File: src/design/nvp_defines.svh
// constants for the nonvolatile potentiometer serial target port
`ifndef NVP_DEFINES_SVH
`define NVP_DEFINES_SVH
`define NVP_CLK_PERIOD_NS 10
`define NVP_NV_WRITE_TIME_US 10
`define NVP_ADDR_FIXED 5'h0A
`define NVP_LOC_WIPER 8'h00
`define NVP_LOC_CTRL 8'h02
`define NVP_CTRL_RESET 8'h00
`define NVP_PUV_RESET 8'h40
`define NVP_MODE_BIT 7
`define NVP_BYTE_LAST 4'h8
`define NVP_BIT_ACK 4'h9
`endif

File: src/design/nvp_pkg.sv
// types shared by the potentiometer serial target port
`default_nettype none
package nvp_pkg;
  typedef enum logic [2:0] {
    ST_IDLE, ST_ADDR, ST_LOC, ST_DATA, ST_TX, ST_IGN
  } nvp_state_t;
  typedef struct packed {
    logic [7:0] loc;
    logic [7:0] data;
    logic wiper_only;
  } nvp_wr_t;
endpackage
`default_nettype wire

File: src/design/nvp_target.sv
// serial target port with write fifo, wiper and power-up value storage
`include "nvp_defines.svh"
`default_nettype none

module nvp_fifo #(
  parameter int WIDTH = 8,
  parameter int DEPTH = 16
) (
  input wire logic mclk_i,              // system clock
  input wire logic reset_n_i,           // async reset, active low
  input wire logic in_valid_i,          // write side valid
  output logic in_ready_o,              // write side ready
  input wire logic [WIDTH-1:0] in_data_i, // write data
  output logic out_valid_o,             // read side valid
  input wire logic out_ready_i,         // read side ready
  output logic [WIDTH-1:0] out_data_o   // read data
);
  localparam int AW = $clog2(DEPTH);
  logic [WIDTH-1:0] mem [DEPTH];
  logic [AW:0] wr_ptr;
  logic [AW:0] rd_ptr;
  wire push = in_valid_i && in_ready_o;
  wire pop = out_valid_o && out_ready_i;
  assign in_ready_o = (wr_ptr - rd_ptr) != (AW+1)'(DEPTH);
  assign out_valid_o = wr_ptr != rd_ptr;
  assign out_data_o = mem[rd_ptr[AW-1:0]];

  always_ff @(posedge mclk_i) begin
    if (push) begin
      mem[wr_ptr[AW-1:0]] <= in_data_i;
    end
  end

  always_ff @(posedge mclk_i or negedge reset_n_i) begin
    if (!reset_n_i) begin
      wr_ptr <= '0;
      rd_ptr <= '0;
    end else begin
      if (push) wr_ptr <= wr_ptr + 1'b1;
      if (pop) rd_ptr <= rd_ptr + 1'b1;
    end
  end
endmodule

module nvp_target import nvp_pkg::*; #(
  parameter int NV_WRITE_CYC =
    `NVP_NV_WRITE_TIME_US * 1000 / `NVP_CLK_PERIOD_NS,
  parameter int FIFO_DEPTH = 16
) (
  input wire logic mclk_i,            // 100 MHz clock
  input wire logic reset_n_i,         // async reset, active low
  input wire logic scl_i,             // bus clock pin
  input wire logic sda_i,             // bus data pin level
  output logic sda_o,                 // data drive level, always low
  output logic sda_oe_o,              // data pull-down enable
  input wire logic addr_select_lo_i,  // address select pin, low bit
  input wire logic addr_select_hi_i,  // address select pin, high bit
  output logic [6:0] wiper_o,         // wiper position
  output logic nv_busy_o              // nonvolatile write in progress
);
  logic [1:0] scl_sync, sda_sync, asl_sync, ash_sync;
  logic scl_d, sda_d;
  nvp_state_t st;
  logic [3:0] cnt;
  logic [7:0] rx_sh, tx_sh, mem_ptr, control_reg, power_up_value_reg;
  logic [7:0] ivr_stage;
  logic rw, mack, nv_pend, recall_done;
  logic [31:0] nv_cnt;
  logic [6:0] wiper;
  nvp_wr_t fifo_in, fifo_out;
  logic fifo_in_ready, fifo_out_valid;

  // pins pass two flops; edge logic compares the second stage with its one-cycle delayed copy
  always_ff @(posedge mclk_i or negedge reset_n_i) begin
    if (!reset_n_i) begin
      scl_sync <= 2'h3;
      sda_sync <= 2'h3;
      asl_sync <= 2'h0;
      ash_sync <= 2'h0;
      scl_d <= 1'b1;
      sda_d <= 1'b1;
    end else begin
      scl_sync <= {scl_sync[0], scl_i};
      sda_sync <= {sda_sync[0], sda_i};
      asl_sync <= {asl_sync[0], addr_select_lo_i};
      ash_sync <= {ash_sync[0], addr_select_hi_i};
      scl_d <= scl_sync[1];
      sda_d <= sda_sync[1];
    end
  end

  wire scl_s = scl_sync[1];
  wire sda_s = sda_sync[1];
  wire start_det = scl_s && scl_d && sda_d && !sda_s;
  wire stop_det = scl_s && scl_d && !sda_d && sda_s;
  wire scl_rise = scl_s && !scl_d;
  wire scl_fall = !scl_s && scl_d;
  wire [6:0] my_addr = {`NVP_ADDR_FIXED, ash_sync[1], asl_sync[1]};
  wire addr_hit = rx_sh[7:1] == my_addr && !nv_busy_o;
  wire byte_end = scl_fall && cnt == `NVP_BYTE_LAST;
  wire ack_end = scl_fall && cnt == `NVP_BIT_ACK;
  wire mode1 = control_reg[`NVP_MODE_BIT];
  wire data_push = byte_end && st == ST_DATA && fifo_in_ready;
  wire nv_hit = mem_ptr == `NVP_LOC_WIPER && !mode1;
  // read data always from the counter, never from the read request
  wire [7:0] rd_data = mem_ptr == `NVP_LOC_WIPER ? {1'b0, wiper} :
                       mem_ptr == `NVP_LOC_CTRL ? control_reg : 8'h00;
  wire apply = fifo_out_valid && !nv_busy_o;

  assign sda_o = 1'b0;
  assign wiper_o = wiper;
  assign nv_busy_o = nv_cnt != 32'h0;
  assign fifo_in = '{loc: mem_ptr, data: rx_sh, wiper_only: mode1};

  // bit-level receive: shift on rising clock, msb first
  always_ff @(posedge mclk_i or negedge reset_n_i) begin
    if (!reset_n_i) begin
      cnt <= 4'h0;
      rx_sh <= 8'h00;
      mack <= 1'b1;
    end else if (start_det || stop_det || ack_end) begin
      cnt <= 4'h0;
    end else if (scl_rise) begin
      if (cnt < `NVP_BYTE_LAST) rx_sh <= {rx_sh[6:0], sda_s};
      else mack <= sda_s;
      cnt <= cnt + 4'h1;
    end
  end

  // byte-level sequencing and the pull-down
  always_ff @(posedge mclk_i or negedge reset_n_i) begin
    if (!reset_n_i) begin
      st <= ST_IDLE;
      sda_oe_o <= 1'b0;
      rw <= 1'b0;
      mem_ptr <= 8'h00;
      tx_sh <= 8'h00;
    end else if (start_det) begin
      st <= ST_ADDR;
      sda_oe_o <= 1'b0;
    end else if (stop_det) begin
      st <= ST_IDLE;
      sda_oe_o <= 1'b0;
    end else if (byte_end) begin
      unique case (st)
        ST_ADDR: begin
          sda_oe_o <= addr_hit;
          rw <= rx_sh[0];
          if (!addr_hit) st <= ST_IGN;
        end
        ST_LOC: begin
          mem_ptr <= rx_sh;
          sda_oe_o <= 1'b1;
        end
        ST_DATA: sda_oe_o <= fifo_in_ready; // full fifo answers nack
        ST_TX: sda_oe_o <= 1'b0;         // controller owns the ninth bit
        ST_IDLE, ST_IGN: sda_oe_o <= 1'b0;
      endcase
    end else if (ack_end) begin
      sda_oe_o <= 1'b0;
      unique case (st)
        ST_ADDR: begin
          st <= rw ? ST_TX : ST_LOC;
          if (rw) begin
            sda_oe_o <= !rd_data[7];
            tx_sh <= {rd_data[6:0], 1'b0};
          end
        end
        ST_LOC: st <= ST_DATA;
        ST_DATA: if (!sda_oe_o) st <= ST_IGN;
        ST_TX: begin
          if (mack) begin
            st <= ST_IGN;
          end else begin
            sda_oe_o <= !rd_data[7];
            tx_sh <= {rd_data[6:0], 1'b0};
          end
        end
        ST_IDLE, ST_IGN: st <= st;
      endcase
    end else if (scl_fall && st == ST_TX && cnt < `NVP_BYTE_LAST) begin
      sda_oe_o <= !tx_sh[7];
      tx_sh <= {tx_sh[6:0], 1'b0};
    end
  end

  // the address is nacked while programming runs; accepted writes queue here
  nvp_fifo #(.WIDTH($bits(nvp_wr_t)), .DEPTH(FIFO_DEPTH)) u_fifo (
    .mclk_i(mclk_i),
    .reset_n_i(reset_n_i),
    .in_valid_i(data_push),
    .in_ready_o(fifo_in_ready),
    .in_data_i(fifo_in),
    .out_valid_o(fifo_out_valid),
    .out_ready_i(apply),
    .out_data_o(fifo_out)
  );

  // nonvolatile programming: armed at data ack, launched only by stop
  always_ff @(posedge mclk_i or negedge reset_n_i) begin
    if (!reset_n_i) begin
      nv_pend <= 1'b0;
      nv_cnt <= 32'h0;
    end else begin
      // a repeated start drops the pending write; the wiper change stays
      if (start_det) nv_pend <= 1'b0;
      else if (stop_det && nv_pend) nv_pend <= 1'b0;
      else if (data_push && nv_hit) nv_pend <= 1'b1;
      if (stop_det && nv_pend) nv_cnt <= 32'(NV_WRITE_CYC);
      else if (nv_busy_o) nv_cnt <= nv_cnt - 32'h1;
    end
  end

  // register update; the stored value only lands when programming ends
  always_ff @(posedge mclk_i or negedge reset_n_i) begin
    if (!reset_n_i) begin
      control_reg <= `NVP_CTRL_RESET;
      power_up_value_reg <= `NVP_PUV_RESET;
      ivr_stage <= `NVP_PUV_RESET;
      wiper <= 7'(`NVP_PUV_RESET);
      recall_done <= 1'b0;
    end else begin
      recall_done <= 1'b1;
      if (!recall_done) begin
        wiper <= power_up_value_reg[6:0];
      end else if (apply && fifo_out.loc == `NVP_LOC_WIPER) begin
        wiper <= fifo_out.data[6:0];
        if (!fifo_out.wiper_only) ivr_stage <= fifo_out.data;
      end else if (apply && fifo_out.loc == `NVP_LOC_CTRL) begin
        control_reg <= fifo_out.data;
      end
      if (nv_cnt == 32'h1) power_up_value_reg <= ivr_stage;
    end
  end
endmodule
`default_nettype wire

File: config.mk
export PLATFORM = sky130hd
export DESIGN_NAME = nvp_target
export DESIGN_NICKNAME = d
export VERILOG_FILES = /design/src/design/nvp_pkg.sv /design/src/design/nvp_target.sv
export VERILOG_INCLUDE_DIRS = /design/src /design/src/design
export SDC_FILE = /design/constraint.sdc
export NUM_CORES = 1
export LEC_CHECK = 0
export BUFFER_PORTS_ARGS = -buffer_cell sky130_fd_sc_hd__buf_2
export CAP_MARGIN = 40
export CORE_MARGIN = 3
export CORE_UTILIZATION = 35
export CTS_CLUSTER_SIZE = 25
export DETAILED_ROUTE_END_ITERATION = 8
export GPL_TIMING_DRIVEN = 0
export PLACE_DENSITY = 0.47
export SLEW_MARGIN = 20
export SYNTH_ARGS = -nofsm -noshare
export SYNTH_HDL_FRONTEND = slang
export SYNTH_HIERARCHICAL = 1
export SYNTH_SLANG_ARGS = --single-unit
File: constraint.sdc
create_clock -name mclk_i -period 8.4 [get_ports mclk_i]
set_input_delay 0.84 -clock mclk_i [delete_from_list [all_inputs] [get_ports mclk_i]]
set_output_delay 0.84 -clock mclk_i [all_outputs]
set_load 0.1 [all_outputs]
=== Yosys cells after proc, flatten, opt, wreduce, memory -nomap -nowiden ===
Memories as Yosys holds them, arrays and structs flattened.
Cells that the tools add are included.
W data, S select, Z words.

* Add/sub/neg operators: 5
* Bitwise logic cells: 7
* Multiplexer cells: 37
* Equality and inequality tests: 22
* Reductions and logical operators: 52
* $lt $le $gt $ge: 1

{| class="wikitable"
|+ Operators by type and width
! kind !! number
|-
| $mux W32 || 2
|-
| $mux W8 || 6
|-
| $eq A32 B1 Y1 const B || 1
|-
| $reduce_bool A32 Y1 || 1
|-
| $sub A32 B1 Y32 const B || 1
|-
| $mux W3 || 9
|-
| $logic_and A1 B1 Y1 || 22
|-
| $eq A8 B2 Y1 const B || 2
|-
| $logic_not A8 Y1 || 2
|-
| $pmux W8 S2 || 1
|-
| $ne A5 B5 Y1 const B || 3
|-
| $mux W7 || 2
|-
| $mux W1 || 12
|-
| $pmux W3 S4 || 1
|-
| $reduce_and A3 Y1 || 4
|-
| $add A5 B1 Y5 const B || 2
|-
| $eq A4 B4 Y1 const B || 2
|-
| $logic_not A1 Y1 || 8
|-
| $mux W4 || 2
|-
| $ne A4 B4 Y1 const B || 2
|-
| $reduce_and A4 Y1 || 2
|-
| $eq A7 B6 Y1 || 1
|-
| $not A1 Y1 || 7
|-
| $reduce_and A7 Y1 || 1
|-
| 22 further kinds || 28
|}

* Word-level logic and storage cells: 148
* Input bits: 6
* RAM bits: 272
* Memories: 1
* Output and inout bits: 10
* Flip-flop bits (word level): 117

{| class="wikitable"
|+ Memories
! memory !! words !! width !! rd ports !! clocked after memory_dff !! wr ports !! RTL line !! text
|-
| u_fifo.mem || 16 || 17 || 1 || 0 || 1 || nvp_target.sv:19 || <nowiki>logic [WIDTH-1:0] mem [DEPTH];</nowiki>
|}

=== Longest topological paths before layout ===
Gate-level depths: netlist (run 1).

* Depth after elaboration: 10
* Depth in mapped cells: 16

=== Modules after synthesis ===
The synthesis (run 1) kept the hierarchy.

{| class="wikitable"
|+ By module, submodules not included
! module !! cells an instance !! sequential area each (µm²) !! area each (µm²) !! instances
|-
| nvp_fifo || 582 || 8418.1 || 11304.6 || 1
|-
| nvp_target || 486 || 2665.1 || 5208.7 || 1
|}

=== Worst setup path after synthesis (run 1) ===
Ideal clock, no wire load.

* Path type: reg2reg
* Start point: reg u_fifo.rd_ptr[2]
* End point: mem u_fifo/mem[3][0] (netlist bit) (enable)
* Period minus slack after synthesis: 5.129 ns
* Path slack: 3.271 ns
* Path buffers: 5
* Stages on the path, launching flop included: 16
* Data arrival time: 4.695 ns
* Path through: dfrtp_1 > buf_2 > buf_2 > clkinv_1 > clkbuf_1 > ha_1 > nand2_1 > o21ba_1 > o211ai_2 > a21oi_4 > buf_6 > inv_2 > and4_1 > clkbuf_1 > nand2_1 > nor4_1

* Word-level cells in the longest chain between the ends: 6

{| class="wikitable"
|+ RTL lines
! element !! RTL line !! text
|-
| from (decl) || nvp_target.sv:21 || <nowiki>logic [AW:0] rd_ptr;</nowiki>
|-
| from (signal assigned) || nvp_target.sv:40 || <nowiki>if (pop) rd_ptr <= rd_ptr + 1'b1;</nowiki>
|-
| $sub A5 B5 Y5 || nvp_target.sv:24 || <nowiki>assign in_ready_o = (wr_ptr - rd_ptr) != (AW+1)'(DEPTH);</nowiki>
|-
| $ne A5 B5 Y1 || nvp_target.sv:24 ||
|-
| named net fifo_in_ready || nvp_target.sv:71 || <nowiki>logic fifo_in_ready, fifo_out_valid;</nowiki>
|-
| $logic_and A1 B1 Y1 || nvp_target.sv:103 || <nowiki>wire data_push = byte_end && st == ST_DATA && fifo_in_ready;</nowiki>
|-
| named net data_push || nvp_target.sv:103 ||
|-
| $logic_and A1 B1 Y1 || nvp_target.sv:22 || <nowiki>wire push = in_valid_i && in_ready_o;</nowiki>
|-
| $mux W1 || nvp_target.sv:29 || <nowiki>if (push) begin</nowiki>
|-
| $mux W1 (not written as such) || nvp_target.sv:30 || <nowiki>mem[wr_ptr[AW-1:0]] <= in_data_i;</nowiki>
|-
| to (decl) || nvp_target.sv:19 ||
|}

The timed path passes the listed nets, and every way through them passes these cells.

=== Final worst setup path (run 1) ===
* Start point: reg u_fifo.rd_ptr[2]
* End point: mem u_fifo/mem[2][11] (netlist bit) (enable)

Same word-level chain as after synthesis.

==> results of run 1 <==
-- kinds of logic (layout without fill, tap and decap cells) --
kind of cell	after synthesis	count (layout)	share of synthesized area (%)
adder cells (fa/ha/maj)	15	15	1.14
multiplexers	125	125	13.1
XOR/XNOR	15	15	0.841
flip-flops	388	388	67.1
AND/OR/NAND/NOR	324	324	10.5
AO/OA/AOI/OAI	133	133	5.38
other	2	4	0.0455
buffers and inverters	66	205	1.88
-- worst paths after layout --
kind / from / end / slack [ps] / depth (start not counted)
setup / recovery: u_fifo/rd_ptr[2] / u_fifo/mem[2][11] / 2450 / 17
hold / removal: reset_n_i / power_up_value_reg[5] / 220 / 1
setup reg to reg: u_fifo/rd_ptr[2] / u_fifo/mem[2][11] / 2450 / 17
hold reg to reg: asl_sync[0] / asl_sync[1] / 350 / 0
max in group asynchronous: reset_n_i / nv_cnt[19] / 7490 / 2
min in group mclk_i: asl_sync[0] / asl_sync[1] / 350 / 0
-- cell usage in the layout (no fill, tap or decap), drive strengths merged, types with 7 or more instances in the layout --
| cell | synthesis | layout |
|---|---|---|
| nor4 | 17 | 17 |
| mux2 | 47 | 47 |
| a31oi | 32 | 32 |
| o21ai | 27 | 27 |
| a211oi | 9 | 9 |
| and2 | 8 | 8 |
| and3 | 20 | 20 |
| nand2 | 113 | 113 |
| clkbuf | 28 | 82 |
| mux2i | 10 | 10 |
| xor2 | 7 | 7 |
| edfxtp | 272 | 272 |
| a21oi | 25 | 25 |
| buf | 21 | 77 |
| nand2b | 10 | 10 |
| nand3 | 28 | 28 |
| mux4 | 68 | 68 |
| clkinv | 2 | 22 |
| ha | 15 | 15 |
| dfrtp | 106 | 106 |
| o31ai | 9 | 9 |
| or3 | 17 | 17 |
| inv | 15 | 15 |
| xnor2 | 8 | 8 |
| nor2 | 36 | 36 |
| nor3 | 23 | 23 |
| or4 | 19 | 19 |
| dfstp | 10 | 10 |
-- area by class of cell --
cell class	count	area, µm²	area share (%)
Antenna cell	2	5.00	0.0259
Buffer	49	246	1.28
Clock buffer	54	1200	6.23
Clock inverter	28	299	1.55
Inverter	17	63.8	0.331
Multi-Input combinational cell	614	5210	27.0
Sequential cell	388	11100	57.5
Tap cell	600	751	3.89
Timing Repair Buffer	57	425	2.21
-- routing by layer --
layer	wire [µm]	vias up
li1	-	4376
met1	19000	5053
met2	18700	148
met3	1420	66
met4	1140	0
met5	0	-
-- power by group through the flow --
stage               logic [mW]  clock network (mW)  registers (mW)
global route              2.51                2.11            2.42
CTS                       2.26                2.03            2.40
floorplan                 1.58                   0            2.38
detailed placement        2.26                   0            2.44
global placement          2.17                   0            2.43
finish                    2.23                1.97            2.40
-- Yosys cell counts, types with 15 or more instances --
| library cell | number |
|---|---|
| dfrtp_1 | 106 |
| a31oi_1 | 32 |
| edfxtp_1 | 272 |
| or3_1 | 17 |
| nand2_1 | 113 |
| a21oi_1 | 24 |
| nor4_1 | 15 |
| and3_1 | 20 |
| clkbuf_1 | 28 |
| nor3_1 | 21 |
| or4_1 | 17 |
| nand3_1 | 28 |
| mux2_2 | 46 |
| nor2_1 | 35 |
| o21ai_0 | 26 |
| mux4_2 | 68 |
| ha_1 | 15 |
-- through the flow --
step                instance area [µm²]  util, %  power (mW)  std cells
finish                            19300     42.0        6.60       1809
global route                      19300     41.9        7.04       1807
CTS                               19300     41.9        6.70       1807
detailed placement                17800     38.7        4.70       1725
global placement                  17300     37.7        4.60       1682
floorplan                         16500        -        3.96       1068
-- critical path, delay by kind of cell, from the launching register on --
| kind | cells | cell delay [ps] |
|---|---|---|
| flip-flops | 1 | 330 |
| buffers and inverters | 9 | 2820 |
| AND/OR/NAND/NOR | 4 | 1260 |
| adder cells (fa/ha/maj) | 1 | 490 |
| AO/OA/AOI/OAI | 3 | 740 |
==> metrics.txt, run 1 <==
endpoints failing setup=0; Hold Violations, Final=0; Port Buffers=14; Clock Skew=25.8 ps; sequential fraction of the synthesis area=67.1%; RSZ-0062 raised after global routing=false; biggest area consumer among synthesized cells=edfxtp_1; GP Congestion=0.778; WL per Instance=22.3 µm; Worst slew margin=40.8%; share of power burned in combinational logic=33.8%; Max Cap Viol=0; Global Route Usage Sum=16.4%; async set-reset flop share out of synthesis=29.9%; GRT met2 Usage=25.6%; crit-path cells=buf_2 -> buf_2 -> clkinv_1 -> clkbuf_1 -> ha_1 -> nand2_1 -> o21ba_1 -> o211ai_2 -> a21oi_4 -> buf_6 -> inv_2 -> and4_1 -> clkbuf_1 -> nand2_1 -> nor4_2 -> buf_2 -> buf_2; layout cell share with drive strength beyond 1=25.3%; die width=223 µm; post-synthesis register bit count=388; Clock power frac=29.8%; Lkg Pwr=6.89 nW; root buffer cell=clkbuf_16; total gr overflow=0; Hold Crit Class=in -> async; Layout Area Growth over Synthesis=16.8%; max frequency=0.168 GHz; Nets=1192; hold slack=222 ps; ANT nets after route=0; DRC violations left=0; status=finished clean; grt met1 use=23.4%; VDD IR max=921 µV; slowest CP cell=nor4_2; initial antenna violation count=0; Max Slew Vio Count=0; Cell Area, Synth=0.0165 mm²; # rows=78; met3 Usage GRT=2.62%; Internal=4.23 mW; Worst Slack Setup Final=2450 ps; Synthesis Warnings=6; ranking of synthesized cells by area=edfxtp_1 (49%), dfrtp_1 (16%), mux4_2 (9.3%), mux2_2 (3.1%), nand2_1 (2.6%); Routed WL=40.3 mm; Avg Inst Size Synth=15.5 µm²; Post-CTS Hold Buffers=0; Initial DRC Count=618; syn nets=1089; Tightest Pin Transition=880 ps; CTS tree=yes; TritonCTS Sinks=388; CTS resizes=0; crit start category=flop; Post-CTS Setup Bufs=0; grt peak-use layer=met2; vias in the first global route=9827; pre-CTS setup slack=2410 ps; EDFF count, synth=272; Initial Utilization=35.9%; num ports=16; Worst setup EP type=flop; largest net degree at the start of global routing=67; Max H-tree Level=2; Worst Path Arrival=6220 ps; critical path's largest stage delay=630 ps; worst setup path category=reg -> reg; sequential share of power=36.4%; Pwr Density=342 mW/mm²; drt via density=5.33; total die area=0.0498 mm²; NetSw=2.37 mW; Syn Inst Count=1068; share of the synthesized area in the top cell type=49.5%; Post-DP HPWL=27.8 mm; clock transition at the registers of the reported paths=60 ps; fillers=4170; crit share post-route=70.9%; crit path time final=5950 ps; Data required, critical path=8660 ps; switching share of power=36.0%; count of cell types in the netlist=76; floorplan core area=0.0460 mm²; DR vias=9643; clock latency on the worst-skew pair=560 ps; Largest register FFs=272; crit path max fanout=10; CTS max path bufs=3; drt first pass iters=5; CTS buffer count=44; die height=223 µm; setup TNS=0 ps; first-pass GRT wire length=61.9 mm; Most common cell on crit path=buf_2; ys flop type=edfxtp_1
Power figures use the tool's default switching activity.
==> run 2: changes to the inputs <==
--- a/config.mk
+++ b/config.mk
@@ -13,7 +13,7 @@
 export CTS_CLUSTER_SIZE = 25
 export DETAILED_ROUTE_END_ITERATION = 8
 export GPL_TIMING_DRIVEN = 0
-export PLACE_DENSITY = 0.47
+export PLACE_DENSITY = 0.49
 export SLEW_MARGIN = 20
 export SYNTH_ARGS = -nofsm -noshare
 export SYNTH_HDL_FRONTEND = slang
==> constraint.sdc (replaced) <==
create_clock -name mclk_i -period 4.8 [get_ports mclk_i]
set_input_delay 0.48 -clock mclk_i [delete_from_list [all_inputs] [get_ports mclk_i]]
set_output_delay 0.48 -clock mclk_i [all_outputs]
set_load 0.1 [all_outputs]
==> run 2 against run 1 <==
  * Sequential share of layout area is 0.50 points lower
  * Critical endpoint is now u_fifo/mem[1][10]
  * Hold slack worse by 200 ps
  * Critical path depth is 1 lower
  * Final cell count is 0.83% higher
  * Global-route usage is 0.17 points lower
  * First-iteration DRC count is 6.0% lower
  * Worst setup slack worse by 2200 ps
  * Clock power is 67% higher
  * Register-to-register slack worse by 2200 ps
  * Sequential power is 74% higher
==> metrics.txt, run 2 (synthesized netlist as in run 1, its figures left out) <==
initial antenna violation count=1; crit path time final=4550 ps; die width=223 µm; layout cell share with drive strength beyond 1=26.5%; grt met1 use=22.9%; drt via density=5.31; DRC violations left=0; Nets=1206; Hold Violations, Final=0; first-pass GRT wire length=61.3 mm; most frequent cells in the layout=edfxtp_1 (272), nand2_1 (109), dfrtp_1 (106); Port Buffers=14; Routed WL=39.9 mm; Max Cap Viol=0; Most common cell on crit path=clkbuf_4; Tightest Pin Transition=863 ps; status=finished clean; largest net degree at the start of global routing=82; crit start category=flop; clock latency on the worst-skew pair=580 ps; drt first pass iters=5; Initial Utilization=35.9%; crit share post-route=94.7%; CTS buffer count=45; commonest non-fill, non-tap cell in the layout=edfxtp_1; VDD IR max=1960 µV; Post-DP HPWL=27.3 mm; max frequency=0.220 GHz; Largest register FFs=272; TritonCTS Sinks=388; GRT met2 Usage=26.1%; Layout Area Growth over Synthesis=17.8%; total die area=0.0498 mm²; RSZ-0062 raised after global routing=false; Clock Skew=25.8 ps; Data required, critical path=5150 ps; clock transition at the registers of the reported paths=60 ps; die height=223 µm; DR vias=9679; CTS tree=yes; root buffer cell=clkbuf_16; Hold Crit Class=in -> reg; vias in the first global route=9880; Max Slew Vio Count=0; ANT nets after route=0; crit-path cells=clkbuf_4 -> buf_6 -> clkinv_2 -> clkbuf_4 -> ha_1 -> xnor2_2 -> nand4_2 -> a21oi_4 -> buf_6 -> inv_2 -> and4_1 -> clkbuf_4 -> nand2_2 -> nor4_4 -> buf_2 -> buf_4; critical path's largest stage delay=570 ps; grt peak-use layer=met2; Lkg Pwr=6.93 nW; CTS max path bufs=3; Worst setup EP type=flop; Initial DRC Count=581; Worst slew margin=41.9%; # rows=78; met3 Usage GRT=3.09%; GP Congestion=0.788; Max H-tree Level=2; WL per Instance=21.9 µm; Pwr Density=584 mW/mm²; Final Util=42.3%; crit path max fanout=10; worst setup path category=reg -> reg; endpoints failing setup=0; floorplan core area=0.0460 mm²; num ports=16; total gr overflow=0; slowest CP cell=a21oi_4; Global Route Usage Sum=16.2%; hold slack=26.7 ps; Worst Path Arrival=4890 ps
==> run 2: changes by cell type in the layout (fill, tap and decap cells not counted), moves of 5 or more <==
cell      change
clkbuf_8      +5
clkinv_1      -6
nor3_2       -10
nor3_4       +10
buf_4        +11
==> run 2: stage by stage <==
stage	cell area (µm²)	total power, mW	setup slack [ps]	TNS [ps]	cells
floorplan	16500	6.75	-329	-22080	1068
global placement	17300	8.02	-3520	-719680	1682
detailed placement	17800	8.20	-1080	-174860	1723
CTS	19400	11.5	21.9	0	1819
global route	19500	12.1	10.6	0	1822
finish	19500	11.4	254	0	1824
==> run 2: layer usage <==
layer,up-vias,routed length [µm]
li1,4432,-
met1,5031,18800
met2,166,18900
met3,48,1590
met4,2,596
met5,-,13
==> run 2: worst paths after layout <==
path,start,to,slack [ps],cells past startpoint
max,u_fifo/rd_ptr[2],u_fifo/mem[1][10],250,16
min,addr_select_hi_i,ash_sync[0],30,1
max reg2reg,u_fifo/rd_ptr[2],u_fifo/mem[1][10],250,16
min reg2reg,asl_sync[0],asl_sync[1],350,0
max in group asynchronous,reset_n_i,sda_d,3660,3
min in group asynchronous,reset_n_i,rx_sh[7],380,2
==> run 2: where the power goes <==
part           leakage (nW)  switching (mW)  total (mW)  internal (mW)
clock network         0.699            1.37        3.29           1.92
logic                  2.36            2.57        3.91           1.34
registers              3.87           0.243        4.18           3.93
total                  6.93            4.18        11.4           7.19
==> run 2: area by class of cell <==
| type | count | area, µm² |
|---|---|---|
| inverter | 17 | 68.8 |
| tap | 600 | 751 |
| sequential | 388 | 11100 |
| timing repair buffer | 70 | 529 |
| fill | 4127 | 26500 |
| antenna | 2 | 5.00 |
| clock buffer | 62 | 1240 |
| clock inverter | 22 | 189 |
| buffer | 49 | 264 |
| multi-input combinational | 614 | 5330 |
==> run 2: critical path, delay by kind of cell, from the launching register on <==
kind / cells / cell delay (ps)
buf+inv: 9 / 1930
simple gates: 4 / 810
compound gates: 1 / 570
fa+ha+maj: 1 / 380
flops: 1 / 320
xor+xnor: 1 / 300
==> run 2: timing repair <==
item,CTS,global route
endpoints found under the setup margin,279,194
endpoints found under the hold margin,34,0
buffers inserted,9,1
pin swaps,5,1
resized for setup,17,13
hold buffers,3,0
==> run 3: changes to the inputs <==
--- a/config.mk
+++ b/config.mk
@@ -6,6 +6,7 @@
 export SDC_FILE = /design/constraint.sdc
 export NUM_CORES = 1
 export LEC_CHECK = 0
+export ABC_AREA = 1
 export BUFFER_PORTS_ARGS = -buffer_cell sky130_fd_sc_hd__buf_2
 export CAP_MARGIN = 40
 export CORE_MARGIN = 3
==> run 3 against run 2 <==
  * Via count rose by 22%
  * Power fell by 26%
  * Sequential power fell by 2%
  * Utilization fell by 0.45 points
  * Largest cell class unchanged
  * Largest power group unchanged
==> metrics.txt, run 3 <==
status=finished clean; Initial Utilization=35.9%; Max Cap Viol=0; endpoints failing setup=0; hold-critical path depth=0; reg2reg setup slack=470 ps; CTS max path bufs=3; clock transition at the registers of the reported paths=60 ps; Pwr Density=428 mW/mm²; Reg2Reg Depth=17; worst setup path category=reg -> reg; final instance area=0.0197 mm²; floorplan core area=0.0471 mm²; Tightest Pin Transition=830 ps; slowest CP cell=inv_1; ys flop type=edfxtp_1; Clock Skew=18.9 ps; initial antenna violation count=0; Data required, critical path=5000 ps; top-count cell post-synth=nor2_1; CTS resizes=0; Global Route Usage Sum=18.3%; Worst R2R End=u_fifo/mem[15][0]; EDFF count, synth=272; die height=226 µm; CTS buffer count=44; Worst setup EP type=flop; vias in the first global route=11332; Max Slew Vio Count=0; Crit path max-delay family=buffers and inverters; Layout Area Growth over Synthesis=16.7%; ranking of synthesized cells by area=edfxtp_1 (48%), dfrtp_1 (16%), nor2_1 (6.3%), nand2_1 (5.6%), o21ai_0 (4.9%); total gr overflow=0; Cell Area, Synth=0.0169 mm²; total die area=0.0510 mm²; # rows=79; async set-reset flop share out of synthesis=29.9%; Syn Inst Count=1587; crit path max fanout=17; Worst Path Arrival=4530 ps; Port Buffers=14; Worst slew margin=44.6%; Initial DRC Count=1050; Nets=1705; crit share post-route=90.2%; crit start category=flop; Post-DP HPWL=31.7 mm; TritonCTS Sinks=388; Area after DPL=0.0180 mm²; clock latency on the worst-skew pair=570 ps; RSZ-0062 raised after global routing=false; Largest register FFs=272; Max H-tree Level=2; drt first pass iters=5; post-synthesis register bit count=388; sequential fraction of the synthesis area=65.5%; DRC violations left=0; num ports=16; commonest non-fill, non-tap cell in the layout=nor2_1; ANT nets after route=0; Lkg Pwr=7.85 nW; share of the synthesized area in the top cell type=48.3%; count of cell types in the netlist=47; Worst Hold Path EP=asl_sync[1]; GP Congestion=0.862; Setup crit start=u_fifo/rd_ptr[1]; Post-CTS Setup Bufs=0; crit-path cells=inv_1 -> clkbuf_1 -> ha_1 -> nand2_2 -> nand2_1 -> nand2_1 -> nand2_1 -> nand2_1 -> nand2_2 -> nand2_4 -> inv_1 -> nor3_1 -> buf_2 -> nand2_1 -> nor2_1 -> nand2_1 -> inv_1; crit path time final=4330 ps; DR vias=11765; layout cell share with drive strength beyond 1=14.0%; syn nets=1608; largest net degree at the start of global routing=61; Hold Violations, Final=0; WL per Instance=19.9 µm; max frequency=0.231 GHz; synth cell count leaders=nor2_1 (286), edfxtp_1 (272), nand2_1 (251); Most common cell on crit path=nand2_1; first-pass GRT wire length=69.7 mm; die width=226 µm; CP Buf/Inv Count=5; drt via density=5.06; Hold Crit Class=reg -> reg; VDD IR max=311 µV; Avg Inst Size Synth=10.7 µm²; most frequent cells in the layout=nor2_1 (281), edfxtp_1 (272), nand2_1 (251); HP Start=asl_sync[0]; critical path's largest stage delay=630 ps; hold slack=352 ps; root buffer cell=clkbuf_16; Routed WL=46.2 mm; Crit Reg-Reg Startpoint=u_fifo/rd_ptr[1]; Synthesis Warnings=6; biggest area consumer among synthesized cells=edfxtp_1; CTS tree=yes
run 3: cell types whose count changed after synthesis, sizes merged, moves of 28 or more:
cell,before,now
o211ai,6,34
nor2,36,308
o22ai,1,36
nand2,113,262
o21ai,27,178
a31oi,32,3
nand3,28,90
mux4,68,0
inv,15,93
mux2,47,1
run 3: cell type report:
cell class,instances,area (µm²)
fill,4483,27400
timing repair buffer,51,528
inverter,95,357
tap,607,759
clock buffer,50,1170
antenna,1,2.50
buffer,63,352
multi-input combinational,1041,5140
sequential,388,11100
clock inverter,31,353
run 3: where the power goes:
group          internal (mW)  switching [mW]
registers               3.83           0.256
logic                  0.295           0.547
clock network           2.13            1.39
total                   6.25            2.19
run 3: worst max-delay path by stage:
stage,endpoint,slack [ps],depth (start not counted)
after CTS,u_fifo/mem[15][2],490,17
after global routing,u_fifo/mem[15][2],140,16
after detailed placement,u_fifo/mem[15][2],480,17
after floorplan,u_fifo/mem[11][0],1000,15
after global placement,u_fifo/mem[11][0],-680,16
final,u_fifo/mem[15][0],470,17
run 3: cell families (layout without fill, tap and decap cells):
family	after synthesis	after routing	synth area share (%)
flip-flops	388	388	65.5
multiplexers	4	4	0.244
AND/OR/NAND/NOR	717	717	18.3
adder cells (fa/ha/maj)	15	15	1.11
AO/OA/AOI/OAI	280	280	9.35
XOR/XNOR	23	23	1.23
buffers and inverters	158	290	4.18
other	2	3	0.0444
run 3: through the flow:
stage / instances / utilization, % / TNS (ps) / power [mW] / setup WS [ps]
finish: 2327 / 41.9 / 0 / 8.45 / 470
global route: 2326 / 41.9 / 0 / 8.80 / 139
detailed placement: 2227 / 38.2 / 0 / 4.95 / 481
floorplan: 1587 / - / 0 / 4.64 / 999
CTS: 2313 / 41.5 / 0 / 8.49 / 488
global placement: 2208 / 37.7 / -37790 / 4.93 / -684
run 3: routing by layer:
metal	vias up	track usage, %	part of all wire, %
met5	-	0	0
met4	0	6.07	3.0
met3	74	3.22	6.0
met2	306	27.2	43
met1	5712	27.0	48
li1	5673	-	-
run 3: timing repair:
item                                    CTS  global route
endpoints found under the hold margin    53             0
endpoints found under the setup margin    0             0
hold buffers                              5             0
